## config.mk

```make
export PLATFORM = sky130hd
export DESIGN_NAME = lsr_top
export DESIGN_NICKNAME = d
export VERILOG_FILES = /design/src/logic/lsr_pkg.sv /design/src/logic/lsr_top.sv /design/src/logic/lsr_sync.sv /design/src/logic/lsr_latch_bank.sv
export SDC_FILE = /design/constraint.sdc
export NUM_CORES = 1
export LEC_CHECK = 0
export BUFFER_PORTS_ARGS = -buffer_cell sky130_fd_sc_hd__clkbuf_2
export CAP_MARGIN = 20
export CORE_UTILIZATION = 45
export CTS_BUF_LIST = sky130_fd_sc_hd__clkbuf_8
export CTS_CLUSTER_DIAMETER = 150
export DETAILED_ROUTE_END_ITERATION = 6
export GPL_TIMING_DRIVEN = 1
export PLACE_DENSITY = 0.76
export SKIP_LAST_GASP = 1
export SYNTH_ARGS = -nofsm -noshare
export SYNTH_HDL_FRONTEND = slang
export SYNTH_HIERARCHICAL = 1
export SYNTH_SLANG_ARGS = --single-unit
```

## constraint.sdc

```tcl
create_clock -name clk -period 3.1 [get_ports clk]
set_input_delay 0.62 -clock clk [delete_from_list [all_inputs] [get_ports clk]]
set_output_delay 0.62 -clock clk [all_outputs]
set_load 0.02 [all_outputs]
```

## src/logic/lsr_pkg.sv

```systemverilog
/*
 * lsr_pkg: constants and types shared by the latched status and
 * register read block.
 * Assumes: included before any design file that names lsr_pkg.
 */
package lsr_pkg;

  // function codes that the read side answers
  localparam logic [7:0] FC_READ_DISC  = 8'h02;
  localparam logic [7:0] FC_READ_HOLD  = 8'h03;
  localparam logic [7:0] FC_READ_INPUT = 8'h04;

  // exception codes, sent as one byte with the error flag
  localparam logic [7:0] EXC_ILLEGAL_FUNC = 8'h01;
  localparam logic [7:0] EXC_ILLEGAL_ADDR = 8'h02;

  localparam int NUM_STATUS = 13;

  // discrete input offsets
  localparam logic [16:0] LIVE_FIRST     = 17'h00011;
  localparam logic [16:0] LIVE_LAST      = 17'h0001D;
  localparam logic [16:0] LATCH_FIRST    = 17'h00021;
  localparam logic [16:0] LATCH_LAST     = 17'h0002D;
  localparam logic [16:0] DISC_SPAN_END  = 17'h0002E;

  // latched discrete inputs, one bit each
  localparam logic [15:0] OFF_MAIN_VALVE_FEEDBACK_LATCHED    = 16'h0021;
  localparam logic [15:0] OFF_PILOT_VALVE_FEEDBACK_LATCHED   = 16'h0022;
  localparam logic [15:0] OFF_HIGH_PRESSURE_CONTACT_LATCHED  = 16'h0023;
  localparam logic [15:0] OFF_CLOSURE_PROOF_CONTACT_LATCHED  = 16'h0024;
  localparam logic [15:0] OFF_EMERGENCY_STOP_CONTACT_LATCHED = 16'h0025;
  localparam logic [15:0] OFF_START_CONTACT_LATCHED          = 16'h0026;
  localparam logic [15:0] OFF_LOW_PRESSURE_CONTACT_LATCHED   = 16'h0027;
  localparam logic [15:0] OFF_FLAME_PRESENT_LATCHED          = 16'h0028;
  localparam logic [15:0] OFF_FLAME_SELFTEST_FAILED_LATCHED  = 16'h0029;
  localparam logic [15:0] OFF_UNIT_FAULT_LATCHED             = 16'h002A;
  localparam logic [15:0] OFF_SUPPLY_OUT_OF_RANGE_LATCHED    = 16'h002B;
  localparam logic [15:0] OFF_OVERTEMPERATURE_ALARM_LATCHED  = 16'h002C;
  localparam logic [15:0] OFF_LOOP_CURRENT_ALARM_LATCHED     = 16'h002D;

  // quantity limits per request
  localparam logic [15:0] MAX_REG_QTY = 16'h007D;
  localparam logic [15:0] MAX_BIT_QTY = 16'h07D0;
  localparam logic [15:0] BITS_PER_BYTE = 16'h0008;

  // values after reset
  localparam logic [12:0] LATCH_RESET  = 13'h0000;
  localparam logic [12:0] SYNC_RESET   = 13'h0000;

  typedef enum logic [1:0] {
    ST_IDLE,
    ST_BITS,
    ST_WORDS,
    ST_ERR
  } lsr_state_e;

  typedef struct packed {
    logic [7:0]  func;   // function code
    logic [15:0] start;  // first offset
    logic [15:0] qty;    // number of bits or registers
  } lsr_req_s;

  typedef struct packed {
    logic       valid;   // one byte this cycle
    logic [7:0] data;    // data byte or exception code
    logic       last;    // final byte of the answer
    logic       error;   // data holds an exception code
  } lsr_rsp_s;

endpackage

```

## src/logic/lsr_top.sv

```systemverilog
/*
 * lsr_top: read side of the status and register bank. Answers bit
 * reads of live and latched status and word reads of the input
 * registers and their holding mirror, one response byte per cycle.
 * Assumes: contact pins are asynchronous and read high when open;
 * reg_values, latch_clear and the request port are on clk; framing
 * and checksums are handled outside.
 */

module lsr_top #(
  parameter int NUM_REGS = 16,
  parameter int IDX_W    = 4
) (
  input  wire logic                     clk,          // 10 MHz clock
  input  wire logic                     rstn,         // sync reset
  input  wire logic [12:0]              contact_pins, // 1 = open
  input  wire logic [NUM_REGS-1:0][15:0] reg_values,  // register data
  input  wire logic                     latch_clear,  // clear latches
  input  wire logic                     req_valid,    // request strobe
  input  wire lsr_pkg::lsr_req_s        req,          // request fields
  output logic                          req_ready,    // idle, may take
  output lsr_pkg::lsr_rsp_s             rsp,          // response byte
  output logic [12:0]                   latched_status // sticky bits
);

  logic [12:0]         live_status;
  lsr_pkg::lsr_state_e state;
  logic [16:0]         cur_addr;
  logic [15:0]         remain;
  logic                lo_next;
  logic [7:0]          err_code;
  logic [7:0]          bit_byte;
  logic [15:0]         cur_word;
  logic [16:0]         req_end;
  logic                take;
  logic                func_ok;
  logic                addr_ok;
  logic                is_bits;

  // pins cross into clk before anything reads them
  lsr_sync #(
    .WIDTH (13)
  ) u_sync (
    .clk  (clk),
    .rstn (rstn),
    .d    (contact_pins),
    .q    (live_status)
  );

  lsr_latch_bank #(
    .WIDTH (13)
  ) u_latch (
    .clk     (clk),
    .rstn    (rstn),
    .live    (live_status),
    .clear   (latch_clear),
    .latched (latched_status)
  );

  // bit at a discrete offset; unmapped offsets inside the span read 0
  function automatic logic disc_bit(
    input logic [16:0] a,
    input logic [12:0] live,
    input logic [12:0] lat
  );
    logic [16:0] d;
    disc_bit = 1'b0;
    d        = 17'h00000;
    if (a >= lsr_pkg::LIVE_FIRST && a <= lsr_pkg::LIVE_LAST) begin
      d        = a - lsr_pkg::LIVE_FIRST;
      disc_bit = live[d[3:0]];
    end else if (a >= lsr_pkg::LATCH_FIRST &&
                 a <= lsr_pkg::LATCH_LAST) begin
      d        = a - lsr_pkg::LATCH_FIRST;
      disc_bit = lat[d[3:0]];
    end
  endfunction

  assign take    = req_valid && req_ready;
  assign req_end = {1'b0, req.start} + {1'b0, req.qty};
  assign is_bits = (req.func == lsr_pkg::FC_READ_DISC);

  // both word read codes address the same array, so no copy can drift
  assign func_ok = is_bits ||
                   (req.func == lsr_pkg::FC_READ_HOLD) ||
                   (req.func == lsr_pkg::FC_READ_INPUT);

  always_comb begin
    addr_ok = 1'b0;
    if (is_bits) begin
      addr_ok = (req.qty != 16'h0000) &&
                (req.qty <= lsr_pkg::MAX_BIT_QTY) &&
                (req_end <= lsr_pkg::DISC_SPAN_END);
    end else begin
      addr_ok = (req.qty != 16'h0000) &&
                (req.qty <= lsr_pkg::MAX_REG_QTY) &&
                (req_end <= 17'(NUM_REGS));
    end
  end

  // up to eight bits packed per byte, lowest offset in bit 0
  always_comb begin
    bit_byte = 8'h00;
    for (int i = 0; i < 8; i++) begin
      if (16'(i) < remain) begin
        bit_byte[i] = disc_bit(cur_addr + 17'(i), live_status,
                               latched_status);
      end
    end
  end

  // the master has no path that writes this array
  assign cur_word = reg_values[cur_addr[IDX_W-1:0]];

  // sequencing of one answer
  always_ff @(posedge clk) begin
    if (!rstn) begin
      state    <= lsr_pkg::ST_IDLE;
      cur_addr <= 17'h00000;
      remain   <= 16'h0000;
      lo_next  <= 1'b0;
      err_code <= 8'h00;
    end else begin
      case (state)
        lsr_pkg::ST_IDLE: begin
          if (take) begin
            cur_addr <= {1'b0, req.start};
            remain   <= req.qty;
            lo_next  <= 1'b0;
            if (!func_ok) begin
              err_code <= lsr_pkg::EXC_ILLEGAL_FUNC;
              state    <= lsr_pkg::ST_ERR;
            end else if (!addr_ok) begin
              err_code <= lsr_pkg::EXC_ILLEGAL_ADDR;
              state    <= lsr_pkg::ST_ERR;
            end else if (is_bits) begin
              state <= lsr_pkg::ST_BITS;
            end else begin
              state <= lsr_pkg::ST_WORDS;
            end
          end
        end
        lsr_pkg::ST_BITS: begin
          cur_addr <= cur_addr + 17'(lsr_pkg::BITS_PER_BYTE);
          if (remain <= lsr_pkg::BITS_PER_BYTE) begin
            remain <= 16'h0000;
            state  <= lsr_pkg::ST_IDLE;
          end else begin
            remain <= remain - lsr_pkg::BITS_PER_BYTE;
          end
        end
        lsr_pkg::ST_WORDS: begin
          lo_next <= !lo_next;
          if (lo_next) begin
            // step to the next offset only after the low byte
            cur_addr <= cur_addr + 17'h00001;
            remain   <= remain - 16'h0001;
            if (remain == 16'h0001) begin
              state <= lsr_pkg::ST_IDLE;
            end
          end
        end
        lsr_pkg::ST_ERR: begin
          state <= lsr_pkg::ST_IDLE;
        end
        default: begin
          state <= lsr_pkg::ST_IDLE;
        end
      endcase
    end
  end

  // response byte stream, registered
  always_ff @(posedge clk) begin
    if (!rstn) begin
      rsp <= '0;
    end else begin
      rsp <= '0;
      case (state)
        lsr_pkg::ST_BITS: begin
          rsp.valid <= 1'b1;
          rsp.data  <= bit_byte;
          rsp.last  <= (remain <= lsr_pkg::BITS_PER_BYTE);
        end
        lsr_pkg::ST_WORDS: begin
          rsp.valid <= 1'b1;
          // high byte goes out before the low byte
          rsp.data  <= lo_next ? cur_word[7:0]
                               : cur_word[15:8];
          rsp.last  <= lo_next && (remain == 16'h0001);
        end
        lsr_pkg::ST_ERR: begin
          rsp.valid <= 1'b1;
          rsp.data  <= err_code;
          rsp.last  <= 1'b1;
          rsp.error <= 1'b1;
        end
        default: begin
          rsp <= '0;
        end
      endcase
    end
  end

  // ready drops on the taking edge and returns with the last byte
  always_ff @(posedge clk) begin
    if (!rstn) begin
      req_ready <= 1'b1;
    end else if (take) begin
      req_ready <= 1'b0;
    end else if (state == lsr_pkg::ST_ERR) begin
      req_ready <= 1'b1;
    end else if (state == lsr_pkg::ST_BITS &&
                 remain <= lsr_pkg::BITS_PER_BYTE) begin
      req_ready <= 1'b1;
    end else if (state == lsr_pkg::ST_WORDS && lo_next &&
                 remain == 16'h0001) begin
      req_ready <= 1'b1;
    end
  end

endmodule

```

## src/logic/lsr_sync.sv

```systemverilog
/*
 * lsr_sync: two-stage synchroniser for a vector of pin levels.
 * Assumes: inputs are asynchronous levels; clk is the block clock.
 */
module lsr_sync #(
  parameter int WIDTH = 13
) (
  input  wire logic             clk,   // block clock
  input  wire logic             rstn,  // sync reset, active low
  input  wire logic [WIDTH-1:0] d,     // asynchronous levels
  output logic      [WIDTH-1:0] q      // synchronised levels
);

  logic [WIDTH-1:0] meta;

  // first stage feeds only the second stage
  always_ff @(posedge clk) begin
    if (!rstn) begin
      meta <= WIDTH'(lsr_pkg::SYNC_RESET);
      q    <= WIDTH'(lsr_pkg::SYNC_RESET);
    end else begin
      meta <= d;
      q    <= meta;
    end
  end

endmodule

```

## src/logic/lsr_latch_bank.sv

```systemverilog
/*
 * lsr_latch_bank: sticky copies of live status bits.
 * Assumes: live and clear come from logic on the same clock.
 */
module lsr_latch_bank #(
  parameter int WIDTH = 13
) (
  input  wire logic             clk,     // block clock
  input  wire logic             rstn,    // sync reset, active low
  input  wire logic [WIDTH-1:0] live,    // live status bits
  input  wire logic             clear,   // reload latched bits from live
  output logic      [WIDTH-1:0] latched  // sticky copies
);

  // a bit that is set in the clearing cycle stays set
  always_ff @(posedge clk) begin
    if (!rstn) begin
      latched <= WIDTH'(lsr_pkg::LATCH_RESET);
    end else if (clear) begin
      latched <= live;
    end else begin
      latched <= latched | live;
    end
  end

endmodule

```

==> results_dict.tcl, run 1 <==
set metrics [dict create \
    yosys.area_share.simple 0.224 \
    end_kind "flip-flop" \
    fin_crit_ps 2960 \
    fillCellCount 2199 \
    reg2reg_from "cur_addr[0]" \
    fin_setup_tns_ps 0 \
    clkLatencyLatePin_ps 400 \
    outcome "completed" \
    grt_pass1_vias 11711 \
    rsz0062_at_grt "false" \
    cap_violations 0 \
    numPortBuffers 337 \
    tightest_slew_ps 784 \
    worstPathArrival_ps 3210 \
    dieArea_um2 25100 \
    critical_path.startpoint "cur_addr[0]" \
    use_met1 0.458 \
    die_h_um 158 \
    cts_buffers 9 \
    critPathMaxFanout 43 \
    area_growth_pct 23.7 \
    hold_ws_ps 424 \
    fmax_mhz 338 \
    final_max_slew_viol_count 0 \
    yosysWarningCount 6 \
    vias 12434 \
    hold_start "contact_pins[2]" \
    clock-root-buffer "clkbuf_8" \
    async_flop_share 0 \
    synth_ff_type "dfxtp_1" \
    ant_nets 0 \
    layout_worst_path_cycle_share 0.954 \
    finalHoldViolCount 0 \
    cts_tree "built" \
    hp-class "input port to flip-flop" \
    overflow 0 \
    muxShareOfSynthArea 0.240 \
    ys_types 85 \
    cp.required_ps 3350 \
    synthCells 1307 \
    gp_congestion 0.999 \
    cp-start-kind "flip-flop" \
    grt_pass1_wl_um 68000 \
    synth_nets 1668 \
    powerDensity_nw_per_um2 752 \
    drt_iter0_markers 1222 \
    ys_seq_area_frac 0.162 \
    via_per_inst 6.30 \
    start_util 0.463 \
    drtPass1Iterations 6 \
    synth_compound_area_frac 0.200 \
    ctsHoldBuffers 0 \
    synth_area_per_cell_um2 8.42 \
    drive_above_1_share 0.373 \
    place_hpwl_um 36900 \
    crit_type "flip-flop to flip-flop" \
    fp.dieW_um 158 \
    grt_busiest_layer "met2" \
    syn_area_um2 11000 \
    totalWireLength_um 45200 \
    finalSetupViolCount 0 \
    synth_xor_area_frac 0.0637 \
    ios 338 \
    final_nets 2003 \
    synth_fa_ha_area_frac 0.0553 \
    clock_skew_ps 21.1 \
    leakagePower_uw 0.00558 \
    synth_top_family_by_area "multiplexers" \
    synth_edf_count 0 \
    grt.total_usage 0.362 \
    coreArea_um2 23800 \
    ctsResizeCount 0 \
    num_rows 56 \
    cts_buffer_depth 2 \
    cts_setup_buffers 0 \
    irDropWorstVdd_v 0.000381 \
    drcViolationCount 0 \
    slew_headroom 0.478 \
    clkTransAtPathRegs_ps 100 \
    grtUsageMet3 0.105 \
    wl_per_cell_um 22.9 \
    grt_max_degree 72 \
    grt_use_met2 0.572 \
    cts.sinks 89 \
    antenna_found_initial 10 \
    ys_ff_latch 89 \
    h-tree-depth 3 \
]
-- cells by family after synthesis --
logic type,Yosys count
muxes,146
xor gates and xnor gates,77
adders and majority gates,48
AOI/OAI and AO/OA,334
DFF,89
and+or+nand+nor,481
buffers and inverters,132
-- metal layers --
metal / part of all wire / wire [um]
met1: 0.40 / 18100
met2: 0.45 / 20200
met3: 0.11 / 5090
met4: 0.040 / 1800
met5: 0.00086 / 39
-- cell type report --
class                      count  area (um^2)  share of cell area
antenna                        7         17.5             0.00129
clock inverter                 6         97.6             0.00717
clock buffer                  10          138              0.0101
tap                          319          399              0.0293
timing repair buffer         428         2410               0.177
inverter                      28          105             0.00772
sequential                    89         1790               0.132
multi-input combinational   1086         8650               0.636
-- registers in the layout (all words and copies together), names as in the netlist --
| name | count |
|---|---|
| cur_addr | 17 |
| remain | 16 |
| u_latch/latched | 13 |
| u_sync/meta | 13 |
| u_sync/q | 13 |
| rsp | 11 |
| err_code | 2 |
| state | 2 |
| lo_next | 1 |
| req_ready | 1 |
-- synth_stat cells, types with 7 or more instances --
library cell	count	share of area
nor2_1	110	0.038
buf_6	7	0.0072
nor4_1	12	0.0068
a311oi_1	10	0.0080
mux2i_1	33	0.030
nand2b_1	14	0.0080
or3_1	7	0.0040
o31ai_1	9	0.0061
buf_2	26	0.012
buf_1	16	0.0055
ha_1	47	0.053
and2_2	20	0.014
mux4_2	92	0.19
nor2b_1	28	0.016
a211oi_1	25	0.017
dfxtp_1	89	0.16
o22ai_1	9	0.0051
and2_1	14	0.0080
o21ai_0	66	0.030
nand2_1	108	0.037
clkbuf_1	49	0.017
xor2_1	22	0.018
a22oi_1	14	0.0096
a21oi_1	84	0.038
o21a_1	18	0.012
and3_1	20	0.011
nand4_1	23	0.013
mux2_2	18	0.018
xnor2_1	53	0.042
nand3_1	41	0.019
o211ai_1	11	0.0075
nor3_1	50	0.023
a31oi_1	21	0.012
inv_1	25	0.0085
-- worst paths after layout --
check	end	slack, ps	depth (start not counted)
worst min-delay path	u_sync/meta[2]	420	2
worst max register to register	rsp[5]	140	6
worst max-delay path	rsp[5]	140	6
worst min register to register	u_sync/q[9]	450	1
-- cell usage in the layout (no fill, tap or decap), types with 14 or more instances in the layout --
cell      count
ha_1         45
xor2_1       22
nor2_1      110
mux4_2       92
and2_2       20
xnor2_1      52
a211oi_1     24
nand3_1      41
nor3_1       49
and3_1       20
a22oi_1      14
nor2b_1      28
clkbuf_2    337
buf_4        88
nand2b_1     14
inv_1        24
a21oi_1      84
o21ai_0      66
and2_1       14
nand4_1      23
nand2_1     108
mux2_2       18
dfxtp_1      85
a31oi_1      21
o21a_1       18
mux2i_1      33
-- metrics by stage --
step	cells	setup WS (ps)	cell area [um^2]	util	total power [uW]
after floorplan	1307	25.8	11000	-	7030
after global placement	1950	113	13400	0.562	9000
after detailed placement	1950	17.5	13400	0.562	9090
after CTS	1966	86.2	13600	0.572	10100
after global routing	1973	8.78	13600	0.573	10800
final	1973	142	13600	0.573	10200
-- critical path: stages, from the launching register on --
cell and delay (ps):
dfxtp_4 390, buf_4 620, mux4_2 640, mux4_2 470, mux2_2 310, nand3_1 190, o31ai_1 170
-- power breakdown --
part | total, uW | switching (uW) | internal (uW)
Clock | 981 | 493 | 488
Combinational | 7580 | 4260 | 3320
Sequential | 1670 | 306 | 1360
No activity file was read; power rests on OpenSTA's default activity.
==> inputs of run 2 (changes only) <==
Settings changed: CORE_UTILIZATION 45 to 49, CTS_CLUSTER_DIAMETER 150 to not set, HOLD_SLACK_MARGIN set to 0.12, PLACE_DENSITY 0.76 to 0.82.
==> run 2 against run 1 <==
  * Critical path depth rose by 6
  * Clock skew fell by 6.5 ps
  * Worst hold slack barely moved
  * Die area fell by 8.1%
  * Wire length rose by 1.3%
  * Register-to-register slack got worse by 30 ps
  * Sequential power barely moved
  * Fmax fell by 0.88%
  * Sequential share of layout area rose by 0.064 points
  * Cell area fell by 0.49%
  * Total power fell by 0.51%
  * First-iteration DRC count rose by 17%
  * Critical path type unchanged
==> results_dict.tcl, run 2 (synthesis gave the netlist of run 1 again) <==
set metrics [dict create \
    outcome "completed" \
    final_common_cell "clkbuf_2" \
    cts_tree "built" \
    powerDensity_nw_per_um2 752 \
    regMostFlops "cur_addr" \
    finalSetupViolCount 0 \
    gp_congestion 0.981 \
    grt_pass1_vias 12020 \
    overflow 0 \
    start_util 0.503 \
    drt_iter0_markers 1430 \
    place_ws_ps 71.9 \
    setup_slack_ps 116 \
    tightest_slew_ps 691 \
    num_rows 54 \
    vias 12581 \
    layout_common_cells "clkbuf_2 (337), nor2_1 (110), nand2_1 (108)" \
    clkLatencyLatePin_ps 390 \
    final_max_slew_viol_count 0 \
    cts_buffer_depth 2 \
    wl_per_cell_um 23.6 \
    fin_crit_ps 2980 \
    fillCellCount 1953 \
    cap_violations 0 \
    clock_skew_ps 14.6 \
    cts.sinks 89 \
    via_per_inst 6.48 \
    die_h_um 152 \
    ios 338 \
    fin_setup_tns_ps 0 \
    place_hpwl_um 37300 \
    grt_pass1_wl_um 70000 \
    worstPathArrival_ps 3300 \
    cp.required_ps 3420 \
    layout_worst_path_cycle_share 0.963 \
    finalHoldViolCount 0 \
    ctsHoldBuffers 0 \
    grt_max_degree 65 \
    clkTransAtPathRegs_ps 100 \
    numPortBuffers 337 \
    rsz0062_at_grt "false" \
    irDropWorstVdd_v 0.000390 \
    drtPass1Iterations 6 \
    totalWireLength_um 45800 \
    largest_reg_flops 17 \
    area_growth_pct 23.1 \
    leakagePower_uw 0.00557 \
    critPathMaxFanout 8 \
    clock-root-buffer "clkbuf_8" \
    drive_above_1_share 0.376 \
    dieArea_um2 23100 \
    antenna_found_initial 7 \
    fp.dieW_um 152 \
    top_regs "cur_addr: 17 flops, remain: 16 flops" \
    slew_headroom 0.534 \
    hp-class "input port to flip-flop" \
    grt.total_usage 0.390 \
    fmax_mhz 335 \
    cts_buffers 9 \
    ant_nets 0 \
    end_kind "flip-flop" \
    h-tree-depth 3 \
    final_nets 2008 \
    drcViolationCount 0 \
    cp-start-kind "flip-flop" \
    crit_type "flip-flop to flip-flop" \
    coreArea_um2 21900 \
]
==> run 2: cell count changes in the layout (fill, tap and decap cells not counted), sizes merged <==
| cell | delta |
|---|---|
| clkinv | -1 |
| buf | +5 |
| bufinv | -2 |
| clkinvlp | +1 |
| diode | +2 |
| inv | +3 |
| clkbuf | -1 |
==> run 2: final cells by class <==
class | count | area, um^2 | share of cell area
Sequential cell | 89 | 1790 | 0.132
Multi-Input combinational cell | 1086 | 8660 | 0.640
Antenna cell | 9 | 22.5 | 0.00166
Inverter | 28 | 105 | 0.00776
Tap cell | 280 | 350 | 0.0259
Clock inverter | 7 | 52.6 | 0.00388
Clock buffer | 9 | 124 | 0.00915
Timing Repair Buffer | 433 | 2430 | 0.180
==> run 2: metal layers <==
layer,track usage,share of wire
met4,0.174,0.043
met3,0.102,0.11
met1,0.488,0.38
met2,0.630,0.46
met5,0,0.00028
==> run 2: path summary, 6_finish.rpt <==
check | startpoint | slack [ps] | to | cells past startpoint
setup / recovery | cur_addr[0] | 120 | rsp[7] | 12
hold / removal | contact_pins[3] | 420 | u_sync/meta[3] | 2
setup reg to reg | cur_addr[0] | 120 | rsp[7] | 12
hold reg to reg | u_sync/meta[11] | 440 | u_sync/q[11] | 1
==> run 2: critical path, cell delays in order (launching register included) <==
cell,delay (ps)
dfxtp_4,400
inv_2,50
ha_2,350
buf_4,190
nand2b_1,170
a211oi_2,260
a21oi_2,70
xnor2_2,210
buf_4,150
mux2_2,320
a211oi_1,310
o2111ai_2,210
a21oi_1,230
==> run 2: repair_timing <==
| action | in CTS | in global routing |
|---|---|---|
| resized for setup | 0 | 5 |
| endpoints found under the setup margin | 0 | 3 |
| setup buffers | 0 | 2 |
==> run 2: report_power, final <==
part	total (uW)	internal (uW)	leakage, uW	switching [uW]
sequential	1700	1360	0.000734	336
clock	786	299	0.0000924	487
combinational	7690	3380	0.00475	4310
total	10200	5050	0.00557	5130
==> run 2: metrics by stage <==
stage	cell area [um^2]	utilization	cells	power [uW]	hold slack, ps
6_report	13500	0.619	1941	10200	424
5_1_grt	13500	0.618	1936	10800	423
4_1_cts	13500	0.616	1930	9950	421
3_5_place_dp	13300	0.608	1914	9140	419
3_3_place_gp	13300	0.608	1914	9070	413
2_1_floorplan	11000	-	1307	7030	412
